===== config.mk =====
export PLATFORM = sky130hd
export DESIGN_NAME = usb_endpoint_fifo_config
export DESIGN_NICKNAME = d
export VERILOG_FILES = /design/src/usb_ep_cfg_pkg.sv /design/src/usb_ep_fifo.sv /design/src/usb_endpoint_fifo_config.sv
export SDC_FILE = /design/constraint.sdc
export NUM_CORES = 1
export LEC_CHECK = 0
export ABC_CLOCK_PERIOD_IN_PS = 4000
export BUFFER_PORTS_ARGS = -buffer_cell sky130_fd_sc_hd__clkbuf_2
export CAP_MARGIN = 10
export CORE_MARGIN = 5
export CORE_UTILIZATION = 30
export DETAILED_ROUTE_END_ITERATION = 7
export SLEW_MARGIN = 20
export SYNTH_ARGS = -nofsm -noshare
export SYNTH_HDL_FRONTEND = slang
export SYNTH_SLANG_ARGS = --single-unit

===== constraint.sdc =====
create_clock -name REF_CLK_I -period 4 [get_ports REF_CLK_I]
set_clock_uncertainty 0.15 [all_clocks]
set_input_delay 0.4 -clock REF_CLK_I [delete_from_list [all_inputs] [get_ports REF_CLK_I]]
set_output_delay 0.4 -clock REF_CLK_I [all_outputs]
set_load 0.01 [all_outputs]

===== src/usb_ep_cfg_pkg.sv =====
// Purpose: Shared constants and types for the endpoint buffer setup block
// Assumes: APB with 32-bit data, one word per register
// Notes:   Offsets are byte addresses
package usb_ep_cfg_pkg;
   // ==========================================================
   // Bus shape
   localparam int ADDR_W = 8;
   localparam int DATA_W = 32;
   // ==========================================================
   // Register offsets
   localparam logic [7:0] OFS_IN_PIPE = 8'h00;
   localparam logic [7:0] OFS_OUT_PIPE = 8'h04;
   localparam logic [7:0] OFS_SIZE_CTL = 8'h08;
   localparam logic [7:0] OFS_EP_SEL = 8'h0c;
   localparam logic [7:0] OFS_TX_DATA = 8'h10;
   localparam logic [7:0] OFS_STATUS = 8'h14;
   // ==========================================================
   // Field positions
   localparam int BIT_RELOAD = 0;
   localparam int BIT_TOGGLE = 0;
   localparam int EP_EN_LSB = 1;
   localparam int EP_EN_MSB = 3;
   localparam int BANK_LSB = 0;
   localparam int BANK_MSB = 1;
   localparam int SEL_MSB = 3;
   localparam int STAT_BUSY = 0;
   localparam int STAT_ERR = 1;
   localparam int STAT_FULL = 2;
   localparam int STAT_EMPTY = 3;
   localparam int STAT_SEL_OK = 4;
   localparam int STAT_CAP_LSB = 8;
   localparam int STAT_CAP_MSB = 14;
   // ==========================================================
   // Reset values
   localparam logic [2:0] RST_EP_EN = 3'h0;
   localparam logic RST_TOGGLE = 1'b0;
   localparam logic [7:0] RST_SIZE_CTL = 8'h00;
   localparam logic [3:0] RST_EP_SEL = 4'h0;
   // ==========================================================
   // Buffer geometry
   localparam int FIFO_DEPTH = 32;
   localparam int FIFO_WIDTH = 10;
   localparam logic [6:0] EP0_BYTES = 7'h08;
   localparam logic [7:0] CFG_BANK_BYTES = 8'h40;
   localparam logic [1:0] LAST_EP = 2'h3;
   // ==========================================================
   // Types
   typedef enum logic [1:0]
   {
      ST_IDLE = 2'b00,
      ST_SUM = 2'b01,
      ST_DONE = 2'b10
   } rebuild_state_t;
   // ==========================================================
   // Size code to bytes
   function automatic logic [6:0] size_bytes(input logic [1:0] code);
      case (code)
         2'h0: size_bytes = 7'h08;
         2'h1: size_bytes = 7'h10;
         2'h2: size_bytes = 7'h20;
         default: size_bytes = 7'h40;
      endcase
   endfunction
endpackage


===== src/usb_ep_fifo.sv =====
// Purpose: Synchronous FIFO with valid/ready on both sides
// Assumes: DEPTH is a power of two
// Notes:   Flush empties it in one cycle
`timescale 1ns/1ns
module usb_ep_fifo #(
   parameter int WIDTH = 10,
   parameter int DEPTH = 32
) (
   input wire logic clk_i,              // Clock
   input wire logic rst_i,              // Async reset, high
   input wire logic flush_i,            // Drop all content
   input wire logic [WIDTH-1:0] in_data_i, // Write word
   input wire logic in_valid_i,         // Write request
   output logic in_ready_o,             // Space free
   output logic [WIDTH-1:0] out_data_o, // Head word
   output logic out_valid_o,            // Not empty
   input wire logic out_ready_i         // Drain accepts
);
   localparam int AW = $clog2(DEPTH);
   logic [WIDTH-1:0] mem [DEPTH];
   logic [AW:0] wr_ptr_r;
   logic [AW:0] rd_ptr_r;
   logic push;
   logic pop;

   assign out_valid_o = (wr_ptr_r != rd_ptr_r);
   assign in_ready_o = (wr_ptr_r[AW-1:0] != rd_ptr_r[AW-1:0]) ||
                       (wr_ptr_r[AW] == rd_ptr_r[AW]);
   assign push = in_valid_i & in_ready_o;
   assign pop = out_valid_o & out_ready_i;
   assign out_data_o = mem[rd_ptr_r[AW-1:0]];

   always_ff @(posedge clk_i)
   begin
      if (push)
      begin
         mem[wr_ptr_r[AW-1:0]] <= in_data_i;
      end
   end

   always_ff @(posedge clk_i or posedge rst_i)
   begin
      if (rst_i)
      begin
         wr_ptr_r <= '0;
         rd_ptr_r <= '0;
      end
      else if (flush_i)
      begin
         wr_ptr_r <= '0;
         rd_ptr_r <= '0;
      end
      else
      begin
         if (push)
         begin
            wr_ptr_r <= wr_ptr_r + 1'b1;
         end
         if (pop)
         begin
            rd_ptr_r <= rd_ptr_r + 1'b1;
         end
      end
   end
endmodule


===== src/usb_endpoint_fifo_config.sv =====
// Purpose: Endpoint buffer setup registers of a full-speed USB device
// Assumes: Token inputs come from engine logic on the same clock
// Notes:   APB slave, one wait state, data writes stall when full
//
// The implementer's own choices: the address map and the APB slave port.
`timescale 1ns/1ns
module usb_endpoint_fifo_config (
   input wire logic REF_CLK_I,                              // 250 MHz
   input wire logic RESET_I,                                // Async, high
   input wire logic PSEL_I,                                 // APB select
   input wire logic PENABLE_I,                              // APB enable
   input wire logic PWRITE_I,                               // APB write
   input wire logic [usb_ep_cfg_pkg::ADDR_W-1:0] PADDR_I,   // APB address
   input wire logic [usb_ep_cfg_pkg::DATA_W-1:0] PWDATA_I,  // APB wdata
   output logic [usb_ep_cfg_pkg::DATA_W-1:0] PRDATA_O,      // APB rdata
   output logic PREADY_O,                                   // APB ready
   output logic PSLVERR_O,                                  // APB error
   input wire logic TOKEN_VALID_I,                          // Token seen
   input wire logic TOKEN_IS_IN_I,                          // Token is IN
   input wire logic [1:0] TOKEN_EP_I,                       // Token ep
   output logic TOKEN_ACCEPT_O,                             // Serve token
   output logic TOKEN_IGNORE_O,                             // Drop token
   output logic LAYOUT_BUSY_O,                              // Rebuilding
   output logic LAYOUT_ERR_O,                               // Bad layout
   output logic [2:0] LAYOUT_IN_EN_O,                       // Ep3..1 in
   output logic [2:0] LAYOUT_OUT_EN_O,                      // Ep3..1 out
   output logic [7:0] LAYOUT_SIZE_O,                        // Size codes
   output logic [1:0] BANK_IN_O,                            // Bank is in
   output logic DATA_TOGGLE_O,                              // Toggle
   output logic [3:0] EP_SELECT_O,                          // Select bits
   output logic [7:0] TX_DATA_O,                            // Byte out
   output logic [1:0] TX_EP_O,                              // Byte ep
   output logic TX_VALID_O,                                 // Byte valid
   input wire logic TX_READY_I                              // Byte taken
);
   import usb_ep_cfg_pkg::*;

   // ==========================================================
   // Helpers
   function automatic logic [1:0] bank_in_map(input logic [1:0] code);
      case (code)
         2'h0: bank_in_map = 2'b01;
         2'h1: bank_in_map = 2'b00;
         2'h2: bank_in_map = 2'b11;
         default: bank_in_map = 2'b10;
      endcase
   endfunction

   function automatic logic [1:0] size_code(input logic [7:0] ctl,
                                            input logic [1:0] ep);
      case (ep)
         2'h1: size_code = ctl[3:2];
         2'h2: size_code = ctl[5:4];
         2'h3: size_code = ctl[7:6];
         default: size_code = 2'h0;
      endcase
   endfunction

   // ==========================================================
   // Declarations
   logic reload_r, toggle_r, pready_r, pslverr_r, err_nxt, access, done;
   logic wr_done, stall, reload_wr, busy_r, lay_err_r, dir_err, sel_ok;
   logic tok_ok, fifo_in_ready, fifo_in_valid, fifo_out_valid;
   logic fifo_out_ready, tx_valid_r;
   logic [1:0] idx_r, act_bank_r, lay_bank_r, sel_ep, tx_ep_r;
   logic [2:0] in_en_r, out_en_r, act_in_r, act_out_r, lay_in_r, lay_out_r;
   logic [3:0] sel_r, ep_live;
   logic [6:0] sel_cap;
   logic [7:0] size_ctl_r, sum_r, act_size_r, lay_size_r, add_bytes;
   logic [7:0] tx_data_r;
   logic [DATA_W-1:0] prdata_r, rd_nxt;
   logic [FIFO_WIDTH-1:0] fifo_out_data;
   rebuild_state_t state_r;

   // ==========================================================
   // APB handshake
   assign access = PSEL_I & PENABLE_I;
   assign done = access & pready_r;
   assign wr_done = done & PWRITE_I & ~pslverr_r;
   assign reload_wr = wr_done & (PADDR_I == OFS_IN_PIPE) &
                      PWDATA_I[BIT_RELOAD];
   assign stall = PWRITE_I & (PADDR_I == OFS_TX_DATA) & sel_ok &
                  (~fifo_in_ready | busy_r);

   always_ff @(posedge REF_CLK_I or posedge RESET_I)
   begin
      if (RESET_I)
      begin
         pready_r <= 1'b0;
         pslverr_r <= 1'b0;
         prdata_r <= '0;
      end
      else
      begin
         pready_r <= access & ~pready_r & ~stall;
         if (access & ~pready_r & ~stall)
         begin
            prdata_r <= rd_nxt;
            pslverr_r <= err_nxt;
         end
         else if (done)
         begin
            pslverr_r <= 1'b0;
         end
      end
   end

   // ==========================================================
   // Read mux and decode errors
   always_comb
   begin
      rd_nxt = '0;
      err_nxt = 1'b0;
      case (PADDR_I)
         OFS_IN_PIPE: rd_nxt = {28'h0, in_en_r, reload_r};
         OFS_OUT_PIPE: rd_nxt = {28'h0, out_en_r, toggle_r};
         OFS_SIZE_CTL: rd_nxt = {24'h0, size_ctl_r};
         OFS_EP_SEL: rd_nxt = {28'h0, sel_r};
         OFS_TX_DATA: err_nxt = PWRITE_I & ~sel_ok;
         OFS_STATUS:
         begin
            rd_nxt[STAT_BUSY] = busy_r;
            rd_nxt[STAT_ERR] = lay_err_r;
            rd_nxt[STAT_FULL] = ~fifo_in_ready;
            rd_nxt[STAT_EMPTY] = ~fifo_out_valid;
            rd_nxt[STAT_SEL_OK] = sel_ok;
            rd_nxt[STAT_CAP_MSB:STAT_CAP_LSB] = sel_cap;
            err_nxt = PWRITE_I;
         end
         default: err_nxt = 1'b1;
      endcase
   end

   // ==========================================================
   // Pipe enables, toggle, size and select registers
   always_ff @(posedge REF_CLK_I or posedge RESET_I)
   begin
      if (RESET_I)
      begin
         in_en_r <= RST_EP_EN;
         out_en_r <= RST_EP_EN;
         toggle_r <= RST_TOGGLE;
         size_ctl_r <= RST_SIZE_CTL;
         sel_r <= RST_EP_SEL;
      end
      else if (wr_done)
      begin
         case (PADDR_I)
            OFS_IN_PIPE: in_en_r <= PWDATA_I[EP_EN_MSB:EP_EN_LSB];
            OFS_OUT_PIPE:
            begin
               out_en_r <= PWDATA_I[EP_EN_MSB:EP_EN_LSB];
               toggle_r <= PWDATA_I[BIT_TOGGLE];
            end
            OFS_SIZE_CTL: size_ctl_r <= PWDATA_I[7:0];
            OFS_EP_SEL: sel_r <= PWDATA_I[SEL_MSB:0];
            default: ;
         endcase
      end
   end

   // ==========================================================
   // Reload bit: a new write wins over the self clear
   always_ff @(posedge REF_CLK_I or posedge RESET_I)
   begin
      if (RESET_I)
      begin
         reload_r <= 1'b0;
      end
      else if (reload_wr)
      begin
         reload_r <= 1'b1;
      end
      else if (state_r == ST_DONE)
      begin
         reload_r <= 1'b0;
      end
   end

   // ==========================================================
   // Layout rebuild sequence
   assign add_bytes = ((act_in_r[idx_r - 2'h1] | act_out_r[idx_r - 2'h1]) ?
                      {1'b0, size_bytes(size_code(act_size_r, idx_r))} :
                      8'h00);
   assign dir_err = ((|act_in_r) & ~(|bank_in_map(act_bank_r))) |
                    ((|act_out_r) & (&bank_in_map(act_bank_r)));

   always_ff @(posedge REF_CLK_I or posedge RESET_I)
   begin
      if (RESET_I)
      begin
         state_r <= ST_IDLE;
         idx_r <= 2'h1;
         sum_r <= 8'h00;
         act_in_r <= RST_EP_EN;
         act_out_r <= RST_EP_EN;
         act_size_r <= RST_SIZE_CTL;
         act_bank_r <= 2'h0;
         busy_r <= 1'b0;
      end
      else if (reload_wr)
      begin
         state_r <= ST_SUM;
         idx_r <= 2'h1;
         sum_r <= 8'h00;
         act_in_r <= PWDATA_I[EP_EN_MSB:EP_EN_LSB];
         act_out_r <= out_en_r;
         act_size_r <= size_ctl_r;
         act_bank_r <= size_ctl_r[BANK_MSB:BANK_LSB];
         busy_r <= 1'b1;
      end
      else
      begin
         case (state_r)
            ST_IDLE: busy_r <= 1'b0;
            ST_SUM:
            begin
               sum_r <= sum_r + add_bytes;
               idx_r <= idx_r + 2'h1;
               if (idx_r == LAST_EP)
               begin
                  state_r <= ST_DONE;
               end
            end
            ST_DONE:
            begin
               state_r <= ST_IDLE;
               busy_r <= 1'b0;
            end
            default: state_r <= ST_IDLE;
         endcase
      end
   end

   // ==========================================================
   // Published layout
   always_ff @(posedge REF_CLK_I or posedge RESET_I)
   begin
      if (RESET_I)
      begin
         lay_err_r <= 1'b0;
         lay_in_r <= RST_EP_EN;
         lay_out_r <= RST_EP_EN;
         lay_size_r <= RST_SIZE_CTL;
         lay_bank_r <= 2'b01;
      end
      else if (state_r == ST_DONE && !reload_wr)
      begin
         lay_err_r <= (sum_r > CFG_BANK_BYTES) | dir_err;
         lay_in_r <= act_in_r;
         lay_out_r <= act_out_r;
         lay_size_r <= act_size_r;
         lay_bank_r <= bank_in_map(act_bank_r);
      end
   end

   // ==========================================================
   // Endpoint selection
   assign ep_live = {lay_in_r | lay_out_r, 1'b1};

   always_comb
   begin
      sel_ep = 2'h0;
      sel_ok = 1'b0;
      for (int k = 3; k >= 0; k--)
      begin
         if (sel_r[k] & ep_live[k])
         begin
            sel_ep = 2'(k);
            sel_ok = 1'b1;
         end
      end
   end

   assign sel_cap = (sel_ep == 2'h0) ? EP0_BYTES :
                    size_bytes(size_code(lay_size_r, sel_ep));

   // ==========================================================
   // Token screening; enables are never touched here
   assign tok_ok = (TOKEN_EP_I == 2'h0) ||
                   (TOKEN_IS_IN_I ? lay_in_r[TOKEN_EP_I - 2'h1] :
                                    lay_out_r[TOKEN_EP_I - 2'h1]);

   always_ff @(posedge REF_CLK_I or posedge RESET_I)
   begin
      if (RESET_I)
      begin
         TOKEN_ACCEPT_O <= 1'b0;
         TOKEN_IGNORE_O <= 1'b0;
      end
      else
      begin
         TOKEN_ACCEPT_O <= TOKEN_VALID_I & tok_ok & ~busy_r;
         TOKEN_IGNORE_O <= TOKEN_VALID_I & (~tok_ok | busy_r);
      end
   end

   // ==========================================================
   // Transmit path
   assign fifo_in_valid = wr_done & (PADDR_I == OFS_TX_DATA);
   assign fifo_out_ready = ~tx_valid_r | TX_READY_I;

   usb_ep_fifo #(
      .WIDTH(FIFO_WIDTH),
      .DEPTH(FIFO_DEPTH)
   ) u_fifo (
      .clk_i(REF_CLK_I),
      .rst_i(RESET_I),
      .flush_i(reload_wr),
      .in_data_i({sel_ep, PWDATA_I[7:0]}),
      .in_valid_i(fifo_in_valid),
      .in_ready_o(fifo_in_ready),
      .out_data_o(fifo_out_data),
      .out_valid_o(fifo_out_valid),
      .out_ready_i(fifo_out_ready)
   );

   always_ff @(posedge REF_CLK_I or posedge RESET_I)
   begin
      if (RESET_I)
      begin
         tx_valid_r <= 1'b0;
         tx_data_r <= 8'h00;
         tx_ep_r <= 2'h0;
      end
      else if (reload_wr)
      begin
         tx_valid_r <= 1'b0;
      end
      else if (fifo_out_ready)
      begin
         tx_valid_r <= fifo_out_valid;
         if (fifo_out_valid)
         begin
            tx_data_r <= fifo_out_data[7:0];
            tx_ep_r <= fifo_out_data[9:8];
         end
      end
   end

   // ==========================================================
   // Outputs
   assign PRDATA_O = prdata_r;
   assign PREADY_O = pready_r;
   assign PSLVERR_O = pslverr_r;
   assign LAYOUT_BUSY_O = busy_r;
   assign LAYOUT_ERR_O = lay_err_r;
   assign LAYOUT_IN_EN_O = lay_in_r;
   assign LAYOUT_OUT_EN_O = lay_out_r;
   assign LAYOUT_SIZE_O = lay_size_r;
   assign BANK_IN_O = lay_bank_r;
   assign DATA_TOGGLE_O = toggle_r;
   assign EP_SELECT_O = sel_r;
   assign TX_DATA_O = tx_data_r;
   assign TX_EP_O = tx_ep_r;
   assign TX_VALID_O = tx_valid_r;
endmodule


==> results of run 1 <==
[cell usage after synthesis, drive strengths merged (7+ instances only)]
cell / n / share of area (%)
edfxtp: 320 / 55
dfrtp: 98 / 14
nand2: 85 / 1.9
mux2: 73 / 4.7
nor2: 67 / 1.4
mux2i: 54 / 3.1
buf: 53 / 2.1
mux4: 53 / 6.8
a21oi: 22 / 0.63
inv: 20 / 0.43
o21ai: 18 / 0.51
nor2b: 17 / 0.61
clkbuf: 16 / 0.40
o221ai: 16 / 0.80
ha: 14 / 1.0
nand3: 13 / 0.37
a221oi: 12 / 0.60
a211oi: 11 / 0.47
nor3: 10 / 0.38
and3: 7 / 0.25
xor2: 7 / 0.35
[per-stage QoR]
step / hold slack [ns] / util, % / worst slack (ns) / area (um2)
after CTS: 0.0295 / 35.4 / 0.744 / 20400
after global placement: 0.303 / 32.8 / 0.779 / 19000
after floorplan: 0.292 / - / 0.835 / 17600
final: 0.0493 / 35.4 / 0.737 / 20400
after detailed placement: 0.324 / 32.8 / 0.758 / 19000
after global routing: 0.0870 / 35.4 / 0.510 / 20400
[final timing paths]
kind / depth (start not counted) / slack, ns / endpoint
setup / recovery: 13 / 0.74 / sum_r[7]
hold / removal: 4 / 0.05 / TOKEN_IGNORE_O
setup reg to reg: 13 / 0.74 / sum_r[7]
hold reg to reg: 2 / 0.33 / BANK_IN_O[0]
max in group asynchronous: 4 / 2.42 / u_fifo.rd_ptr_r[1]
min in group asynchronous: 3 / 0.36 / TX_VALID_O
[layer usage]
metal	routed length [um]	track usage, %	vias up
li1	-	-	4392
met1	19000	19.0	5153
met2	20600	21.5	299
met3	2630	2.28	55
met4	706	2.56	2
met5	13	0	-
[state kept, by name, summed over array words and instances, names as in the netlist, 4 cells and up]
signal and cells:
PRDATA_O 12, u_fifo.wr_ptr_r 6, size_ctl_r 8, u_fifo.rd_ptr_r 6
u_fifo.mem 320, LAYOUT_SIZE_O 8, EP_SELECT_O 4, TX_DATA_O 8
act_size_r 7, sum_r 5
[power by group through the flow]
stage | logic, mW | clock network, mW | registers, mW
after floorplan | 1.90 | 0 | 4.95
after CTS | 2.67 | 4.16 | 5.02
after global placement | 2.64 | 0 | 5.11
after detailed placement | 2.66 | 0 | 5.12
after global routing | 2.81 | 4.36 | 5.04
final | 2.62 | 4.08 | 5.01
[logic make-up (layout without fill, tap and decap cells)]
logic type      count (synthesis)  after routing  share of synthesized area, %
simple gates                  239            239                          6.60
mux                           180            180                          14.6
flops                         420            420                          69.1
other cells                     1             20                        0.0214
fa+ha+maj                      15             15                          1.11
compound gates                121            121                          5.08
buf+inv                        90            231                          2.92
xor+xnor                       12             12                         0.599
[cell type report]
cell class,instances,area [um2]
well taps,765,957
repair buffers,133,853
clock inverters,27,318
multi-input cells,587,5000
flip-flops and latches,420,12100
inverters,21,81.3
clock buffers,50,1110
fillers,5496,37400
[critical path, stage by stage (launching register included)]
cell                      delay [ns]
sky130_fd_sc_hd__dfstp_2        0.60
sky130_fd_sc_hd__inv_1          0.08
sky130_fd_sc_hd__ha_1           0.34
sky130_fd_sc_hd__nor3_1         0.07
sky130_fd_sc_hd__a21oi_1        0.13
sky130_fd_sc_hd__a21oi_1        0.12
sky130_fd_sc_hd__or3_1          0.35
sky130_fd_sc_hd__or2_2          0.30
sky130_fd_sc_hd__fa_1           0.38
sky130_fd_sc_hd__nor2b_1        0.17
sky130_fd_sc_hd__o21a_1         0.13
sky130_fd_sc_hd__o21ai_0        0.08
sky130_fd_sc_hd__xor2_1         0.18
sky130_fd_sc_hd__nor2_1         0.05
==> impl_metrics.env, run 1 <==
export IMPL_io_pin_count=120
export IMPL_critical_path_reg2reg_startpoint="idx_r[0]"
export IMPL_die_h_um=252
export IMPL_root_buffer="sky130_fd_sc_hd__clkbuf_16"
export IMPL_cts_buffer_depth=3
export IMPL_power_internal_mw=8.35
export IMPL_instances_no_fill=2003
export IMPL_clock_insertion_delay_worst_skew_ns=0.56
export IMPL_floorplan_initialDensity_pct=30.3
export IMPL_share_clk_of_total_power_pct=34.8
export IMPL_timing_setup_tns_ns=0
export IMPL_setup_viol=0
export IMPL_synth_seq_cells=420
export IMPL_synthCells=1078
export IMPL_p_leak_nw=7.38
export IMPL_insertedDiodeCount=0
export IMPL_htree_num_levels=2
export IMPL_cts_tree="built"
export IMPL_post_cts_repair_setup_buffers=0
export IMPL_gr_usage_all_layers_pct=13.2
export IMPL_timing_final_crit_period_ns=3.26
export IMPL_fmaxAchievable_ghz=0.306
export IMPL_report_final_hold_viol_count=0
export IMPL_gp_congestion=0.828
export IMPL_criticalPathCategory="flop to flop"
export IMPL_switching_share_of_total_power_pct=28.7
export IMPL_grt_remaining_overflow=0
export IMPL_cp_end_kind="flop"
export IMPL_wire_per_inst_um=21.5
export IMPL_die_x_um=252
export IMPL_placementRows=88
export IMPL_maxSlewHeadroom_pct=36.7
export IMPL_hold_path_startpoint="TOKEN_EP_I[0]"
export IMPL_transition_at_the_pin_with_the_smallest_max_transition_slack_ns=0.950
export IMPL_via_per_inst=4.94
export IMPL_crit_path_max_fanout=6
export IMPL_grt_pass1_wl_mm=64.8
export IMPL_cts_inserted_buffers=43
export IMPL_seq_power_share_pct=42.8
export IMPL_post_place_cells=1924
export IMPL_coreArea_um2=57800
export IMPL_start_kind="flop"
export IMPL_area_growth_synth_to_final_pct=16.5
export IMPL_routed_wire_length_mm=43.0
export IMPL_run_status="finished clean"
export IMPL_synthesis_area_um2=17500
export IMPL_port_buffer_count=75
export IMPL_post_dp_hpwl_mm=28.1
export IMPL_antenna_found_initial=2
export IMPL_net_switching_power_mw=3.36
export IMPL_route_detailed_drc=0
export IMPL_number_of_maximum_capacitance_violations=0
export IMPL_min_period_over_period_pct=81.6
export IMPL_ir_worst_vdd_mv=0.368
export IMPL_commonest_cells_after_routing_fill_and_taps_aside="320 x sky130_fd_sc_hd__edfxtp_1, 96 x sky130_fd_sc_hd__dfrtp_1, 84 x sky130_fd_sc_hd__nand2_1"
export IMPL_cellPowerDensity_nw_per_um2=573
export IMPL_finalPower_mw=11.7
export IMPL_ys_flop_type="sky130_fd_sc_hd__edfxtp_1"
export IMPL_min_delay_path_class="primary input to flop"
export IMPL_synth_distinct_cells=70
export IMPL_count_of_pins_over_their_slew_limit=0
export IMPL_layout_nets=1271
export IMPL_post_route_cells_drive_above_1_share_pct=27.3
export IMPL_grt_start_max_net_pins=67
export IMPL_rsz0062_at_grt="false"
export IMPL_clkSinkCount=420
export IMPL_synth_seq_area_share_pct=69.1
export IMPL_detailedRoute_firstPassIterationCount=5
export IMPL_mean_instance_size_in_the_synthesized_netlist_um2=16.3
export IMPL_drt_iter0_drc=839
export IMPL_synth_edf_count=320
export IMPL_routed_via_count=9901
export IMPL_holdBufCountCts=2
export IMPL_synth_warnings=0
export IMPL_die_area_um2=63400
export IMPL_antenna_left=0
export IMPL_ys_async_sr_fraction_pct=23.8
export IMPL_required_time_reported_for_the_critical_path_endpoint_ns=4.26
export IMPL_layout_cells_most_common="sky130_fd_sc_hd__edfxtp_1"
export IMPL_cp_data_arrival_time_ns=3.53
export IMPL_worstSetupStartpoint="idx_r[0]"
export IMPL_ctsResizeCount=0
export IMPL_fraction_of_power_consumed_by_combinational_cells_pct=22.4
export IMPL_clkSlewWorstSetupHoldPaths_ns=0.06
export IMPL_first_global_vias=10177
Note: power is estimated with default switching activity, not from simulation.
==> run 2: changes to the inputs <==
--- a/config.mk
+++ b/config.mk
@@ -5,7 +5,7 @@
 export SDC_FILE = /design/constraint.sdc
 export NUM_CORES = 1
 export LEC_CHECK = 0
-export ABC_CLOCK_PERIOD_IN_PS = 4000
+export ABC_CLOCK_PERIOD_IN_PS = 3030
 export BUFFER_PORTS_ARGS = -buffer_cell sky130_fd_sc_hd__clkbuf_2
 export CAP_MARGIN = 10
 export CORE_MARGIN = 5
==> constraint.sdc (replaced) <==
create_clock -name REF_CLK_I -period 3.03 [get_ports REF_CLK_I]
set_clock_uncertainty 0.15 [all_clocks]
set_input_delay 0.303 -clock REF_CLK_I [delete_from_list [all_inputs] [get_ports REF_CLK_I]]
set_output_delay 0.303 -clock REF_CLK_I [all_outputs]
set_load 0.01 [all_outputs]
==> impl_metrics.env, run 2 (same netlist as run 1, synthesis figures left out) <==
export IMPL_run_status="finished clean"
export IMPL_crit_path_max_fanout=4
export IMPL_groute_layer_met3_usage_pct=2.38
export IMPL_detailedRoute_firstPassIterationCount=7
export IMPL_antenna_found_initial=4
export IMPL_criticalPathCategory="flop to flop"
export IMPL_drt_iter0_drc=770
export IMPL_cts_tree="built"
export IMPL_min_delay_path_class="primary input to flop"
export IMPL_transition_at_the_pin_with_the_smallest_max_transition_slack_ns=0.981
export IMPL_post_route_cells_drive_above_1_share_pct=30.7
export IMPL_timing_final_crit_period_ns=2.92
export IMPL_htree_num_levels=2
export IMPL_floorplan_initialDensity_pct=30.3
export IMPL_clock_insertion_delay_worst_skew_ns=0.56
export IMPL_number_of_maximum_capacitance_violations=0
export IMPL_grt_pass1_wl_mm=64.8
export IMPL_p_leak_nw=7.61
export IMPL_die_h_um=252
export IMPL_timing_critical_path_cells="inv_2, ha_4, o21ai_2, nor2_1, a21oi_2, or3_4, or2_4, fa_2, nor2b_2, o21a_1, o21ai_2, xor2_1, nor2_1"
export IMPL_ir_worst_vdd_mv=0.405
export IMPL_coreArea_um2=57800
export IMPL_min_period_over_period_pct=96.4
export IMPL_grt_busiest_layer="met2"
export IMPL_routed_via_count=9907
export IMPL_cp_data_arrival_time_ns=3.26
export IMPL_die_area_um2=63400
export IMPL_grt_start_max_net_pins=84
export IMPL_largest_register_ff_count=320
export IMPL_rsz0062_at_grt="true"
export IMPL_post_place_cells=1954
export IMPL_groute_layer_met1_usage_pct=18.7
export IMPL_first_global_vias=10117
export IMPL_finalPower_mw=15.8
export IMPL_post_dp_hpwl_mm=27.9
export IMPL_layout_nets=1309
export IMPL_clkSlewWorstSetupHoldPaths_ns=0.06
export IMPL_commonest_cells_after_routing_fill_and_taps_aside="320 x sky130_fd_sc_hd__edfxtp_1, 95 x sky130_fd_sc_hd__dfrtp_1, 84 x sky130_fd_sc_hd__nand2_1"
export IMPL_cts_inserted_buffers=43
export IMPL_io_pin_count=120
export IMPL_critical_path_top_delay_family="simple AND/OR/NAND/NOR gates"
export IMPL_root_buffer="sky130_fd_sc_hd__clkbuf_16"
export IMPL_placementRows=88
export IMPL_fillCellCount=5421
export IMPL_routed_wire_length_mm=43.2
export IMPL_register_area_um2=12100
export IMPL_count_of_pins_over_their_slew_limit=0
export IMPL_critical_path_slowest_cell="sky130_fd_sc_hd__dfstp_2"
export IMPL_cts_buffer_depth=3
export IMPL_route_detailed_drc=0
export IMPL_maxSlewHeadroom_pct=34.6
export IMPL_timing_critical_path_buf_inv=1
export IMPL_fmaxAchievable_ghz=0.342
export IMPL_wire_per_inst_um=21.1
export IMPL_cp_end_kind="flop"
export IMPL_reg2reg_slack_ns=0.11
export IMPL_required_time_reported_for_the_critical_path_endpoint_ns=3.36
export IMPL_instances_no_fill=2044
export IMPL_clkSinkCount=420
export IMPL_start_kind="flop"
export IMPL_gp_congestion=0.776
export IMPL_grt_met2_usage_pct=21.8
export IMPL_layout_cells_most_common="sky130_fd_sc_hd__edfxtp_1"
export IMPL_port_buffer_count=75
export IMPL_via_per_inst=4.85
export IMPL_report_final_hold_viol_count=0
export IMPL_area_growth_synth_to_final_pct=19.3
export IMPL_grt_remaining_overflow=0
export IMPL_die_x_um=252
export IMPL_antenna_left=0
export IMPL_gr_usage_all_layers_pct=13.3
export IMPL_multiInputGateArea_um2=5090
export IMPL_cellPowerDensity_nw_per_um2=757
export IMPL_worst_path_largest_cell_delay_ns=0.53
export IMPL_setup_viol=0
-- run 2: changes by cell type in the layout (fill, tap and decap cells not counted), moves of 4 or more --
cell                            change
sky130_fd_sc_hd__ha_1               -4
sky130_fd_sc_hd__clkinv_1           -5
sky130_fd_sc_hd__buf_4             +30
sky130_fd_sc_hd__clkbuf_8           +5
sky130_fd_sc_hd__dlygate4sd3_1      +5
-- run 2: area by class of cell --
class,count,share of cell area [%]
Antenna cell,1,0.0120
Clock buffer,58,5.70
Clock inverter,21,1.39
Inverter,21,0.395
Multi-Input combinational cell,587,24.3
Sequential cell,420,57.9
Tap cell,765,4.57
Timing Repair Buffer,171,5.68
-- run 2: worst reg2reg max path: cells and delay by family (launching register included) --
kind	cells	cell delay, ns
xor+xnor	1	0.17
compound gates	4	0.30
fa+ha+maj	2	0.65
flops	1	0.53
buf+inv	1	0.05
simple gates	5	0.99
-- run 2: repair_timing --
| item | CTS | global route |
|---|---|---|
| hold buffers | 7 | 0 |
| buffers inserted | 1 | 2 |
| pin swaps | 3 | 14 |
| endpoints found under the setup margin | 1 | 68 |
| hold endpoints to repair | 20 | 0 |
| gates resized for setup | 5 | 18 |
-- run 2: worst paths after layout --
| check | start | end | cells past startpoint |
|---|---|---|---|
| max | idx_r[0] | sum_r[7] | 13 |
| min | TX_READY_I | TX_VALID_O | 3 |
| max reg2reg | idx_r[0] | sum_r[7] | 13 |
| min reg2reg | BANK_IN_O[0] | BANK_IN_O[0] | 2 |
| max in group asynchronous | RESET_I | u_fifo.rd_ptr_r[1] | 4 |
| min in group asynchronous | RESET_I | BANK_IN_O[1] | 3 |
-- run 2: power by group --
group	total [mW]	internal (mW)	switching (mW)
combinational	3.74	1.75	1.99
clock	5.51	3.29	2.22
sequential	6.59	6.32	0.265
-- run 2: through the flow --
stage / TNS, ns / utilization (%) / hold slack (ns) / setup slack [ns] / cell area [um2]
after CTS: 0 / 36.0 / 0.0152 / 0.0177 / 20800
after global placement: -0.0177 / 33.3 / 0.183 / -0.0177 / 19300
after detailed placement: -0.119 / 33.3 / 0.185 / -0.119 / 19300
final: 0 / 36.2 / 0.0595 / 0.108 / 20900
after global routing: -0.0436 / 36.2 / 0.0464 / -0.0436 / 20900
after floorplan: 0 / - / 0.252 / 0.0631 / 17600
-- run 2: routing by layer --
metal  up-vias  share of wire (%)
met5         -              0.025
met3        60                5.1
li1       4492                  -
met1      5088                 45
met4         2                1.9
met2       265                 48
